**src/core/bcd_pkg.sv**
```systemverilog
// constants for the bridge control decode and error forwarding block
package bcd_pkg;
  // ****************************************
  // configuration space location
  // ****************************************
  localparam logic [7:0]  BRIDGE_CONTROL_OFS  = 8'h3E;
  localparam logic [5:0]  BRIDGE_CONTROL_DW   = 6'h0F;
  localparam int          BRIDGE_CONTROL_W    = 16;
  localparam logic [15:0] BRIDGE_CONTROL_RST  = 16'h0000;
  localparam int          BRIDGE_CONTROL_LANE = 2;
  // ****************************************
  // field positions inside the 16-bit register (dword bit minus 16)
  // ****************************************
  localparam int BC_PERR_RESP_BIT = 0;
  localparam int BC_SERR_FWD_BIT  = 1;
  localparam int BC_ISA_EN_BIT    = 2;
  localparam int BC_VGA_EN_BIT    = 3;
  localparam int BC_IMPL_BITS     = 4;
  // ****************************************
  // address windows
  // ****************************************
  localparam logic [15:0] ISA_HIGH_ZERO = 16'h0000;
  localparam logic [1:0]  ISA_ALIAS_LOW = 2'h0;
  localparam logic [9:0]  VGA_IO_A_LO   = 10'h3B0;
  localparam logic [9:0]  VGA_IO_A_HI   = 10'h3BB;
  localparam logic [9:0]  VGA_IO_B_LO   = 10'h3C0;
  localparam logic [9:0]  VGA_IO_B_HI   = 10'h3DF;
  localparam logic [31:0] VGA_MEM_LO    = 32'h000A_0000;
  localparam logic [31:0] VGA_MEM_HI    = 32'h000B_FFFF;
  // ****************************************
  // synchroniser
  // ****************************************
  localparam int         SYNC_STAGES = 3;
  localparam logic       PIN_IDLE    = 1'b1;
endpackage : bcd_pkg

```
**src/core/bcd_ctrl.sv**
```systemverilog
// bridge control register with parity, system error and positive decode logic
`timescale 1ns/1ps
module bcd_ctrl (
  // clock and reset
  input  wire logic        i_mclk,
  input  wire logic        i_rst,
  // configuration access, dword indexed, byte enables active low
  input  wire logic        i_cfg_wr,
  input  wire logic        i_cfg_rd,
  input  wire logic [5:0]  i_cfg_dw_addr,
  input  wire logic [3:0]  i_cfg_be_n,
  input  wire logic [31:0] i_cfg_wdata,
  output logic [31:0]      o_cfg_rdata,
  output logic             o_cfg_rvalid,
  // command register and I/O window from the rest of configuration space
  input  wire logic        i_io_space_en,
  input  wire logic        i_mem_space_en,
  input  wire logic        i_serr_drv_en,
  input  wire logic [31:0] i_io_base,
  input  wire logic [31:0] i_io_limit,
  // secondary error events
  input  wire logic        i_s_data_perr,
  input  wire logic        i_s_master,
  input  wire logic        i_s_addr_perr,
  input  wire logic        i_s_serr_l,
  // error pins and status flag strobe
  output logic             o_s_perr_l_o,
  output logic             o_s_perr_oe_n,
  output logic             o_p_serr_l_o,
  output logic             o_p_serr_oe_n,
  output logic             o_s_dpr_set,
  // primary bus decode request and claim
  input  wire logic        i_p_valid,
  input  wire logic        i_p_is_io,
  input  wire logic [31:0] i_p_addr,
  output logic             o_p_claim,
  // secondary bus decode request and claim
  input  wire logic        i_s_valid,
  input  wire logic        i_s_is_io,
  input  wire logic [31:0] i_s_addr,
  output logic             o_s_claim,
  // control bits for the rest of the bridge
  output logic [15:0]      o_bridge_control
);
  // ****************************************
  // register
  // ****************************************
  logic [15:0] bridge_control_r;
  logic [15:0] bridge_control_nxt;
  logic [31:0] rdata_r;
  logic        rvalid_r;

  wire hit      = (i_cfg_dw_addr == bcd_pkg::BRIDGE_CONTROL_DW);
  wire wr_lane  = i_cfg_wr & hit & ~i_cfg_be_n[bcd_pkg::BRIDGE_CONTROL_LANE];
  wire [15:0] impl_mask = {{(16 - bcd_pkg::BC_IMPL_BITS){1'b0}},
                           {bcd_pkg::BC_IMPL_BITS{1'b1}}};
  // only the low four bits of the register are implemented here; the rest reads zero
  assign bridge_control_nxt = wr_lane ? {8'h00, (i_cfg_wdata[23:16] & impl_mask[7:0])} :
                              {8'h00, bridge_control_r[7:0]};
  wire [31:0] rd_word = hit ? {bridge_control_r, 16'h0000} : 32'h0000_0000;

  wire perr_resp = bridge_control_r[bcd_pkg::BC_PERR_RESP_BIT];
  wire serr_fwd  = bridge_control_r[bcd_pkg::BC_SERR_FWD_BIT];
  wire isa_en    = bridge_control_r[bcd_pkg::BC_ISA_EN_BIT];
  wire vga_en    = bridge_control_r[bcd_pkg::BC_VGA_EN_BIT];

  // ****************************************
  // error reporting
  // ****************************************
  logic s_serr_level;
  bcd_pin_sync u_serr_sync (
    .i_mclk  (i_mclk),
    .i_rst   (i_rst),
    .i_pin   (i_s_serr_l),
    .o_level (s_serr_level)
  );

  wire perr_drive   = i_s_data_perr & perr_resp;
  wire dpr_set      = perr_drive & i_s_master;
  wire serr_addr    = i_s_addr_perr & perr_resp;
  wire serr_forward = ~s_serr_level & serr_fwd;
  // the command register's driver enable gates every primary SERR source
  wire serr_drive   = i_serr_drv_en & (serr_addr | serr_forward);

  // ****************************************
  // address decode
  // ****************************************
  function automatic logic vga_io_hit(input logic [31:0] a);
    vga_io_hit = (a[31:16] == bcd_pkg::ISA_HIGH_ZERO) &&
                 (((a[9:0] >= bcd_pkg::VGA_IO_A_LO) && (a[9:0] <= bcd_pkg::VGA_IO_A_HI)) ||
                  ((a[9:0] >= bcd_pkg::VGA_IO_B_LO) && (a[9:0] <= bcd_pkg::VGA_IO_B_HI)));
  endfunction : vga_io_hit

  function automatic logic isa_alias(input logic [31:0] a);
    isa_alias = (a[31:16] == bcd_pkg::ISA_HIGH_ZERO) && (a[9:8] != bcd_pkg::ISA_ALIAS_LOW);
  endfunction : isa_alias

  wire vga_ok     = vga_en & i_io_space_en & i_mem_space_en;
  wire p_in_range = i_io_space_en & (i_p_addr >= i_io_base) & (i_p_addr <= i_io_limit);
  wire s_in_range = i_io_space_en & (i_s_addr >= i_io_base) & (i_s_addr <= i_io_limit);
  wire p_vga_mem  = (i_p_addr >= bcd_pkg::VGA_MEM_LO) & (i_p_addr <= bcd_pkg::VGA_MEM_HI);
  wire s_vga_mem  = (i_s_addr >= bcd_pkg::VGA_MEM_LO) & (i_s_addr <= bcd_pkg::VGA_MEM_HI);
  wire p_vga_io   = vga_io_hit(i_p_addr);
  wire s_vga_io   = vga_io_hit(i_s_addr);

  // ISA mode drops in-range aliases; VGA I/O with VGA off goes only this way
  wire p_io_range = p_in_range & ~(isa_en & isa_alias(i_p_addr));
  wire p_io_claim = p_io_range | (vga_ok & p_vga_io);
  wire p_mem_claim = vga_ok & p_vga_mem;
  wire p_claim    = i_p_valid & (i_p_is_io ? p_io_claim : p_mem_claim);

  // upstream: outside the window, or an ISA alias inside it
  wire s_io_up    = ~s_in_range | (isa_en & isa_alias(i_s_addr));
  wire s_vga_hit  = vga_ok & (i_s_is_io ? s_vga_io : s_vga_mem);
  // other memory windows are decided elsewhere; only the VGA hole is cut here
  wire s_claim    = i_s_valid & ~s_vga_hit & (~i_s_is_io | s_io_up);

  // ****************************************
  // flops
  // ****************************************
  always_ff @(posedge i_mclk) begin
    if (i_rst) begin
      bridge_control_r <= bcd_pkg::BRIDGE_CONTROL_RST;
      rdata_r          <= 32'h0000_0000;
      rvalid_r         <= 1'b0;
    end else begin
      bridge_control_r <= {8'h00, bridge_control_nxt[7:0]};
      rdata_r          <= i_cfg_rd ? rd_word : 32'h0000_0000;
      rvalid_r         <= i_cfg_rd;
    end
  end

  logic s_perr_r;
  logic p_serr_r;
  logic dpr_r;
  logic p_claim_r;
  logic s_claim_r;

  always_ff @(posedge i_mclk) begin
    if (i_rst) begin
      s_perr_r  <= 1'b0;
      p_serr_r  <= 1'b0;
      dpr_r     <= 1'b0;
      p_claim_r <= 1'b0;
      s_claim_r <= 1'b0;
    end else begin
      s_perr_r  <= perr_drive;
      p_serr_r  <= serr_drive;
      dpr_r     <= dpr_set;
      p_claim_r <= p_claim;
      s_claim_r <= s_claim;
    end
  end

  // open-drain style: output data is always low, enable low means driving
  assign o_s_perr_l_o     = 1'b0;
  assign o_s_perr_oe_n    = ~s_perr_r;
  assign o_p_serr_l_o     = 1'b0;
  assign o_p_serr_oe_n    = ~p_serr_r;
  assign o_s_dpr_set      = dpr_r;
  assign o_p_claim        = p_claim_r;
  assign o_s_claim        = s_claim_r;
  assign o_cfg_rdata      = rdata_r;
  assign o_cfg_rvalid     = rvalid_r;
  assign o_bridge_control = bridge_control_r;
endmodule : bcd_ctrl

```
**src/core/bcd_pin_sync.sv**
```systemverilog
// three-stage synchroniser that reports a level once stages one and two agree
`timescale 1ns/1ps
module bcd_pin_sync (
  // clock and reset
  input  wire logic i_mclk,
  input  wire logic i_rst,
  // pin and filtered level
  input  wire logic i_pin,
  output logic      o_level
);
  logic [bcd_pkg::SYNC_STAGES-1:0] stage_r;
  logic                            level_r;
  wire                             agree = (stage_r[1] == stage_r[2]);

  // stage zero is only read by stage one, never by the compare
  always_ff @(posedge i_mclk) begin
    if (i_rst) begin
      stage_r <= {bcd_pkg::SYNC_STAGES{bcd_pkg::PIN_IDLE}};
      level_r <= bcd_pkg::PIN_IDLE;
    end else begin
      stage_r <= {stage_r[1:0], i_pin};
      if (agree) begin
        level_r <= stage_r[2];
      end
    end
  end

  assign o_level = level_r;
endmodule : bcd_pin_sync

```
**config.mk**
```make
export PLATFORM = sky130hd
export DESIGN_NAME = bcd_ctrl
export DESIGN_NICKNAME = d
export VERILOG_FILES = /design/src/core/bcd_pkg.sv /design/src/core/bcd_ctrl.sv /design/src/core/bcd_pin_sync.sv
export SDC_FILE = /design/constraint.sdc
export NUM_CORES = 1
export LEC_CHECK = 0
export ABC_CLOCK_PERIOD_IN_PS = 5600
export BUFFER_PORTS_ARGS = -buffer_cell sky130_fd_sc_hd__clkbuf_2
export CELL_PAD_IN_SITES_DETAIL_PLACEMENT = 1
export CELL_PAD_IN_SITES_GLOBAL_PLACEMENT = 1
export CORE_AREA = 2 2 115 117
export CTS_BUF_LIST = sky130_fd_sc_hd__clkbuf_16
export DETAILED_ROUTE_END_ITERATION = 12
export DIE_AREA = 0 0 117 119
export PLACE_DENSITY_LB_ADDON = 0.1
export SYNTH_ARGS = -nofsm -noshare
export SYNTH_HDL_FRONTEND = slang
export SYNTH_HIERARCHICAL = 1
export SYNTH_SLANG_ARGS = --single-unit
```
**constraint.sdc**
```tcl
create_clock -name i_mclk -period 5.6 [get_ports i_mclk]
set_clock_uncertainty 0.15 [all_clocks]
set_input_delay 1.68 -clock i_mclk [delete_from_list [all_inputs] [get_ports i_mclk]]
set_output_delay 1.68 -clock i_mclk [all_outputs]
set_load 0.02 [all_outputs]
```
Word-level counts from Yosys, hierarchy flattened
Cells that the tools add are included.
{"block": "word_totals", "ff_bits": 50, "out_inout_bits": 56, "wordCells": 86, "input_bits": 185}
{"block": "classes", "reduce_logical": 16, "eq_ne": 2, "muxes": 2, "n_lt_le_gt_ge": 16, "n_bitwise": 38}
{"operator": "32-bit by 20-bit greater-or-equal comparator with 1-bit output, second input constant", "n": 2}
{"operator": "32-bit greater-or-equal comparator", "n": 2}
{"operator": "32-bit by 20-bit <= comparator with 1-bit output, second input constant", "n": 2}
{"operator": "32-bit <= comparator", "n": 2}
{"operator": "10-bit greater-or-equal comparator, second input constant", "n": 4}
{"operator": "10-bit <= comparator, second input constant", "n": 4}
{"operator": "16-bit logical NOT", "n": 2}
{"operator": "1-bit AND", "n": 24}
{"operator": "1-bit inverter", "n": 10}
{"operator": "1-bit logical AND", "n": 8}
{"operator": "6-bit by 4-bit == test with 1-bit output, second input constant", "n": 1}
{"operator": "1-bit bitwise OR", "n": 4}
{"operator": "2-bit nonzero test", "n": 2}
{"operator": "3-bit OR reduction", "n": 1}
{"operator": "1-bit logical OR", "n": 2}
{"operator": "1-bit two-way mux", "n": 2}
{"operator": "2-bit OR reduction", "n": 1}
{"operator": "1-bit == test", "n": 1}

Longest topological paths before layout
Gate-level depths: netlist (run 1).
{"block": "logic_depth", "word_depth": 9, "ltp_mapped": 8, "mapped_depth_nobuf": 8}

Modules after synthesis
Netlist (run 1), hierarchy kept.
{"mod": "bcd_ctrl", "cells_per_inst": 521, "instances": 1, "area_per_inst_um2": 3990.1, "seq_area_each_um2": 280.3}
{"mod": "bcd_pin_sync", "cells_per_inst": 10, "instances": 1, "area_per_inst_um2": 115.1, "seq_area_each_um2": 80.1}

Worst setup path before layout (run 1)
OpenSTA, ideal clock, no wires.
{"block": "synth_path", "path_type": "input to register", "start": "input i_io_base[5]", "end": "register p_claim_r, in the netlist o_p_claim", "n_path_buf": 0, "arrival_time_ps": 2923, "stages": 8, "required_ps": 5324, "slack_ps": 2402, "cell_sequence": "inv_1 > ha_1 > a21oi_1 > o21ai_1 > a221oi_1 > o211ai_1 > a41oi_1 > o41ai_2"}
{"block": "synth_via", "elab_chain_len": 7}
{"item": "start: declaration", "line": "bcd_ctrl.sv:19", "source": "input wire logic [31:0] i_io_base,"}
{"item": "32-bit greater-or-equal comparator", "line": "bcd_ctrl.sv:99", "source": "wire p_in_range = i_io_space_en & (i_p_addr >= i_io_base) & (i_p_addr <= i_io_limit);"}
{"item": "1-bit AND (2 in series)", "line": "bcd_ctrl.sv:99"}
{"item": "1-bit AND", "line": "bcd_ctrl.sv:107", "source": "wire p_io_range = p_in_range & ~(isa_en & isa_alias(i_p_addr));"}
{"item": "1-bit bitwise OR", "line": "bcd_ctrl.sv:108", "source": "wire p_io_claim = p_io_range | (vga_ok & p_vga_io);"}
{"item": "1-bit two-way mux", "line": "bcd_ctrl.sv:110", "source": "wire p_claim = i_p_valid & (i_p_is_io ? p_io_claim : p_mem_claim);"}
{"item": "1-bit AND", "line": "bcd_ctrl.sv:110"}
{"item": "end signal: assignment", "line": "bcd_ctrl.sv:150", "source": "p_claim_r <= p_claim;"}
{"item": "end: declaration", "line": "bcd_ctrl.sv:136", "source": "logic p_claim_r;"}
No other way between the ends.
A chain may end at the register's enable or synchronous reset.

Final worst setup path (run 1)
{"block": "layout_path", "start": "input i_io_base[14]", "end": "register p_claim_r, in the netlist o_p_claim"}
The elaborated chain is that of the path after synthesis.

==> results of run 1 <==
==> layer usage <==
layer  up-vias  wire (um)  GRT usage
li1       2185          -          -
met1      1965       6320      0.259
met2       122       6810      0.356
met3         5        641     0.0168
met4         0         65     0.0221
met5         -          0          0
==> cell usage after synthesis, drive strengths merged (5+ instances only) <==
library cell    n
a221oi          6
o21ai          25
and2            6
ha            128
nor3            7
nand4          20
nor2b           5
inv            71
nand3           9
buf            42
a21oi          55
dfxtp          18
nor4           10
nand2          50
a211oi          5
nor2           22
o211ai          8
==> worst max-delay path, delay by kind of cell <==
family                     cells  cell delay [ps]
adders and majority gates      1              350
and+or+nand+nor                2              390
buffers and inverters          2              130
AOI/OAI and AO/OA              4              930
==> how the worst max path moves through the flow <==
stage                       start        end  slack, ps  cells past startpoint
floorplan            i_io_base[5]  o_p_claim       2400                      8
global placement    i_io_base[14]  o_p_claim       1840                      9
detailed placement  i_io_base[14]  o_p_claim       1780                      9
CTS                 i_io_base[14]  o_p_claim       2030                      9
global route        i_io_base[14]  o_p_claim       1880                      9
finish              i_io_base[14]  o_p_claim       2110                      9
==> power groups by stage <==
stage                     combinational (mW)  sequential [mW]  clock [mW]
after floorplan                        0.207            0.135           0
after global placement                 0.309            0.134           0
after detailed placement               0.323            0.134           0
after CTS                              0.325            0.131       0.145
after global routing                   0.370            0.131       0.150
final                                  0.323            0.131       0.139
==> state kept, by name, summed over array words and instances, names as in the netlist <==
signal               flops
s_perr_r                 1
o_s_dpr_set              1
o_cfg_rdata              4
o_s_claim                1
o_bridge_control         4
u_serr_sync/o_level      1
p_serr_r                 1
u_serr_sync/stage_r      3
o_cfg_rvalid             1
o_p_claim                1
==> kinds of logic (layout without fill, tap and decap cells) <==
family                     Yosys count  in the layout  synth area share
AOI/OAI and AO/OA                  118            118             0.173
adders and majority gates          128            128             0.390
buffers and inverters              114            243             0.143
DFF                                 18             18            0.0878
muxes                                4              4           0.00975
other                                1             42          0.000913
and+or+nand+nor                    148            148             0.195
==> through the flow <==
| stage | util | power [mW] |
|---|---|---|
| 2_1_floorplan | - | 0.343 |
| 3_3_place_gp | 0.388 | 0.443 |
| 3_5_place_dp | 0.388 | 0.457 |
| 4_1_cts | 0.394 | 0.601 |
| 5_1_grt | 0.394 | 0.651 |
| 6_report | 0.394 | 0.593 |
==> cell type report <==
cell class | instances | area share
multi-input combinational | 440 | 0.652
timing repair buffer | 167 | 0.165
sequential | 18 | 0.0710
inverter | 72 | 0.0532
tap | 176 | 0.0434
clock buffer | 3 | 0.0148
clock inverter | 1 | 0.000739
==> impl_metrics.py, run 1 <==
metrics = {
    "run_status": {
        "outcome": "finished clean",
    },
    "clocking": {
        "root_buffer": "clkbuf_16",
        "cts.sinks": 18,
        "cts-hold-fix-buffers": 0,
        "clk_path_buf_depth": 2,
        "postCtsSetupBuffers": 0,
        "cts_resized": 0,
        "cts_tree": "yes",
        "cts_buffers": 3,
        "clkLatencyLatePin_ps": 250,
        "cts.clk_slew.worst_paths_ps": 50,
        "cts_max_level": 1,
    },
    "placed_design": {
        "gp_congestion": 0.834,
        "place_area_mm2": 0.00500,
        "port_buffers": 167,
        "dp_worst_setup_slack_ps": 1780,
        "dp_hpwl_mm": 12.9,
        "placed_cells": 873,
    },
    "sta": {
        "layout_min_cycle_time_ps": 3490,
        "clock.fmax_ghz": 0.287,
        "worst_pin_slew_ps": 598,
        "rsz0062_at_grt": "false",
        "slew_viol_final": 0,
        "hold_viol": 0,
        "finalWorstSetupSlack_ps": 2110,
        "max_slew_margin": 0.598,
        "post-route-period-util": 0.623,
        "whs_ps": 254,
        "setup_viol": 0,
        "fin_tns_setup_ps": 0,
    },
    "power_and_ir_drop": {
        "p_switching_uw": 240,
        "seqPwrFrac": 0.221,
        "leakage_nw": 2.82,
        "clkPwrFrac": 0.235,
        "swShare": 0.404,
        "power_density_mw_per_mm2": 117,
        "power.internal_uw": 354,
        "vdd_drop_max_mv": 0.0890,
        "pwr-share-comb": 0.544,
    },
    "worst_hold_path": {
        "min_from": "u_serr_sync/stage_r[0]",
        "hold_path_end": "u_serr_sync/stage_r[1]",
        "hold_depth": 1,
        "hp-class": "register to register",
    },
    "final_layout": {
        "final_common_cell": "clkbuf_2",
        "ff_latch_area_um2": 360,
        "area_growth_pct": 23.7,
        "mostFrequentLayoutCells": "167 x clkbuf_2, 128 x ha_1, 71 x inv_1",
        "fill_cells": 1688,
        "multiInputGateArea_mm2": 0.00331,
        "fin_area_mm2": 0.00508,
        "diodes": 0,
        "drive_above_1_share": 0.255,
        "nets": 1015,
        "final_cells": 877,
    },
    "die": {
        "dieWidth_um": 117,
        "ioPinCount": 241,
        "die_y_um": 119,
        "rows": 42,
        "design.core.area_mm2": 0.0129,
        "dieArea_mm2": 0.0139,
        "start_util": 0.319,
    },
    "yosys": {
        "synth_top_area_share": 0.390,
        "synth_edf_count": 0,
        "synthDistinctLibCells": 47,
        "synth_warnings": 6,
        "synth_flop_cell": "dfxtp_1",
        "syn_avg_cell_area_um2": 7.73,
        "synthTopCellsByArea": "ha_1 39%, dfxtp_1 8.8%, buf_4 7.7%, a21oi_1 6.7%, inv_1 6.5%",
        "yosysSeqAreaShare": 0.0878,
        "post-synth-top-area-cell": "ha_1",
        "syn_area_mm2": 0.00411,
        "synth-seq-cells": 18,
        "async_flop_share": 0,
        "synth_cells": 531,
    },
    "route": {
        "ant_nets": 0,
        "vias": 4277,
        "via_per_inst": 4.88,
        "post_drt_wl_per_cell_um": 15.8,
        "drtIter0Drc": 104,
        "drc": 0,
        "finalWirelength_mm": 13.8,
        "first_pass_iters": 4,
    },
    "critical_path": {
        "arrival_ps": 3490,
        "crit_path_end_kind": "register",
        "critPathMaxStageDelay_ps": 350,
        "r2r_slack_ps": 4040,
        "slowest_stage": "ha_1",
        "worstReg2RegEnd": "o_s_claim",
        "start_kind": "input port",
        "r2r_cells": 6,
        "worstPathCellList": "clkbuf_2 > inv_1 > ha_1 > nand4_2 > nor3_2 > o311ai_1 > o211ai_1 > a41oi_1 > o41ai_2",
        "path_max_fanout": 3,
        "critical_path_class": "input port to register",
        "cp.required_ps": 5600,
        "r2r-start": "o_bridge_control[2]",
    },
    "global_routing": {
        "antenna_found_initial": 0,
        "grt_pass1_wl_mm": 22.0,
        "grt_max_degree": 12,
        "grt_pass1_vias": 4580,
        "gr-total-overflow": 0,
        "track_usage": 0.197,
    },
    "run": {
        "maxCapViolCount": 0,
    },
}
Note: power is estimated with default switching activity, not from simulation.
==> inputs of run 2 (changes only) <==
--- a/config.mk
+++ b/config.mk
@@ -5,14 +5,14 @@
 export SDC_FILE = /design/constraint.sdc
 export NUM_CORES = 1
 export LEC_CHECK = 0
-export ABC_CLOCK_PERIOD_IN_PS = 5600
+export ABC_CLOCK_PERIOD_IN_PS = 3200
 export BUFFER_PORTS_ARGS = -buffer_cell sky130_fd_sc_hd__clkbuf_2
 export CELL_PAD_IN_SITES_DETAIL_PLACEMENT = 1
 export CELL_PAD_IN_SITES_GLOBAL_PLACEMENT = 1
-export CORE_AREA = 2 2 115 117
+export CORE_AREA = 2 2 125 127
 export CTS_BUF_LIST = sky130_fd_sc_hd__clkbuf_16
 export DETAILED_ROUTE_END_ITERATION = 12
-export DIE_AREA = 0 0 117 119
+export DIE_AREA = 0 0 127 129
 export PLACE_DENSITY_LB_ADDON = 0.1
 export SYNTH_ARGS = -nofsm -noshare
 export SYNTH_HDL_FRONTEND = slang
==> constraint.sdc (replaced) <==
create_clock -name i_mclk -period 3.2 [get_ports i_mclk]
set_clock_uncertainty 0.15 [all_clocks]
set_input_delay 0.96 -clock i_mclk [delete_from_list [all_inputs] [get_ports i_mclk]]
set_output_delay 0.96 -clock i_mclk [all_outputs]
set_load 0.02 [all_outputs]
==> run 2 against run 1 <==
  * Combinational power rose by 75%
  * Clock power rose by 78%
  * Hold slack improved by 5.0 ps
  * Die area is 18% higher
  * Power up 75%
  * First-iteration DRC count decreased by 0.96%
  * Core utilization decreased by 5.3 points
  * Sequential cell count stayed put
  * Final area is 0.74% higher
  * Cell count up 1.7%
  * Largest power group unchanged
  * Highest routed layer unchanged
==> impl_metrics.py, run 2 (synthesis results as in run 1) <==
metrics = {
    "final_layout": {
        "mostFrequentLayoutCells": "167 x clkbuf_2, 128 x ha_1, 71 x inv_1",
        "nets": 1018,
        "final_common_cell": "clkbuf_2",
        "utilization": 0.342,
        "diodes": 0,
        "area_growth_pct": 24.6,
        "drive_above_1_share": 0.259,
    },
    "critical_path": {
        "critPathBufInv": 2,
        "cp.required_ps": 3180,
        "critical_path_class": "input port to register",
        "path_max_fanout": 2,
        "cpLargestDelayFamily": "compound AO/OA/AOI/OAI gates",
        "worstPathCellList": "clkbuf_2 > inv_1 > ha_1 > o211ai_1 > a2111oi_0 > o21ai_0 > a41oi_1 > o31ai_1",
        "slowest_stage": "a2111oi_0",
        "arrival_ps": 2790,
        "critPathMaxStageDelay_ps": 630,
        "crit_path_end_kind": "register",
        "start_kind": "input port",
    },
    "power_and_ir_drop": {
        "seqPwrFrac": 0.221,
        "leakage_nw": 2.84,
        "power_density_mw_per_mm2": 204,
        "swShare": 0.405,
        "power.internal_uw": 619,
        "pwr-share-comb": 0.542,
        "p_switching_uw": 422,
        "vdd_drop_max_mv": 0.147,
        "fin_total_pwr_mw": 1.04,
        "clkPwrFrac": 0.237,
    },
    "sta": {
        "slew_viol_final": 0,
        "hold_viol": 0,
        "worst_pin_slew_ps": 630,
        "setup_viol": 0,
        "layout_min_cycle_time_ps": 2810,
        "clock.fmax_ghz": 0.356,
        "post-route-period-util": 0.879,
        "max_slew_margin": 0.569,
        "rsz0062_at_grt": "false",
        "fin_tns_setup_ps": 0,
    },
    "route": {
        "post_drt_wl_per_cell_um": 16.1,
        "drc": 0,
        "first_pass_iters": 4,
        "vias": 4270,
        "finalWirelength_mm": 14.3,
        "ant_nets": 0,
        "drtIter0Drc": 103,
        "via_per_inst": 4.79,
    },
    "clocking": {
        "clk_path_buf_depth": 2,
        "cts.sinks": 18,
        "cts_resized": 0,
        "cts_max_level": 1,
        "cts.clk_slew.worst_paths_ps": 50,
        "cts_tree": "yes",
        "root_buffer": "clkbuf_16",
        "postCtsSetupBuffers": 0,
        "cts_buffers": 3,
        "clkLatencyLatePin_ps": 250,
        "cts-hold-fix-buffers": 0,
    },
    "die": {
        "die_y_um": 129,
        "design.core.area_mm2": 0.0150,
        "start_util": 0.274,
        "dieArea_mm2": 0.0164,
        "rows": 45,
        "ioPinCount": 241,
        "dieWidth_um": 127,
    },
    "worst_hold_path": {
        "hp-class": "register to register",
    },
    "placed_design": {
        "port_buffers": 167,
        "dp_hpwl_mm": 13.4,
        "gp_congestion": 0.810,
    },
    "global_routing": {
        "track_usage": 0.171,
        "antenna_found_initial": 0,
        "grt_max_degree": 12,
        "gr-total-overflow": 0,
        "grt_pass1_wl_mm": 22.5,
        "grt_pass1_vias": 4598,
    },
    "run": {
        "maxCapViolCount": 0,
    },
    "run_status": {
        "outcome": "finished clean",
    },
}
run 2: changes by cell type in the layout (fill, tap and decap cells not counted), sizes merged:
cell / change
buf: +3
run 2: final cells by class:
type | count | area [um^2]
Clock buffer | 3 | 75.1
Clock inverter | 1 | 3.75
Fill cell | 1923 | 9860
Inverter | 72 | 270
Multi-Input combinational cell | 440 | 3310
Sequential cell | 18 | 360
Tap cell | 188 | 235
Timing Repair Buffer | 170 | 858
run 2: metrics by stage:
stage	cell area (um^2)	instances	setup slack, ps	hold slack, ps
global placement	5040	888	130	238
detailed placement	5040	888	108	253
floorplan	4260	572	722	235
CTS	5120	892	368	266
finish	5120	892	388	259
global route	5120	892	121	270
run 2: layer usage:
metal,share of wire,global-route usage,wire (um)
met4,0.0054,0.0187,77
met1,0.46,0.220,6590
met2,0.50,0.323,7110
met5,0,0,0
met3,0.039,0.0141,560
run 2: worst paths after layout:
kind                          start                     end  slack, ps  cells past startpoint
max                    i_io_base[2]               o_s_claim        390                      8
min          u_serr_sync/stage_r[0]  u_serr_sync/stage_r[1]        260                      1
max reg2reg     o_bridge_control[2]               o_s_claim       1780                      6
min reg2reg  u_serr_sync/stage_r[0]  u_serr_sync/stage_r[1]        260                      1
run 2: power groups by stage:
stage	clock [mW]	sequential, mW	combinational (mW)
final	0.247	0.230	0.564
after global routing	0.262	0.230	0.650
after floorplan	0	0.237	0.363
after global placement	0	0.234	0.545
after detailed placement	0	0.234	0.568
after CTS	0.254	0.230	0.573
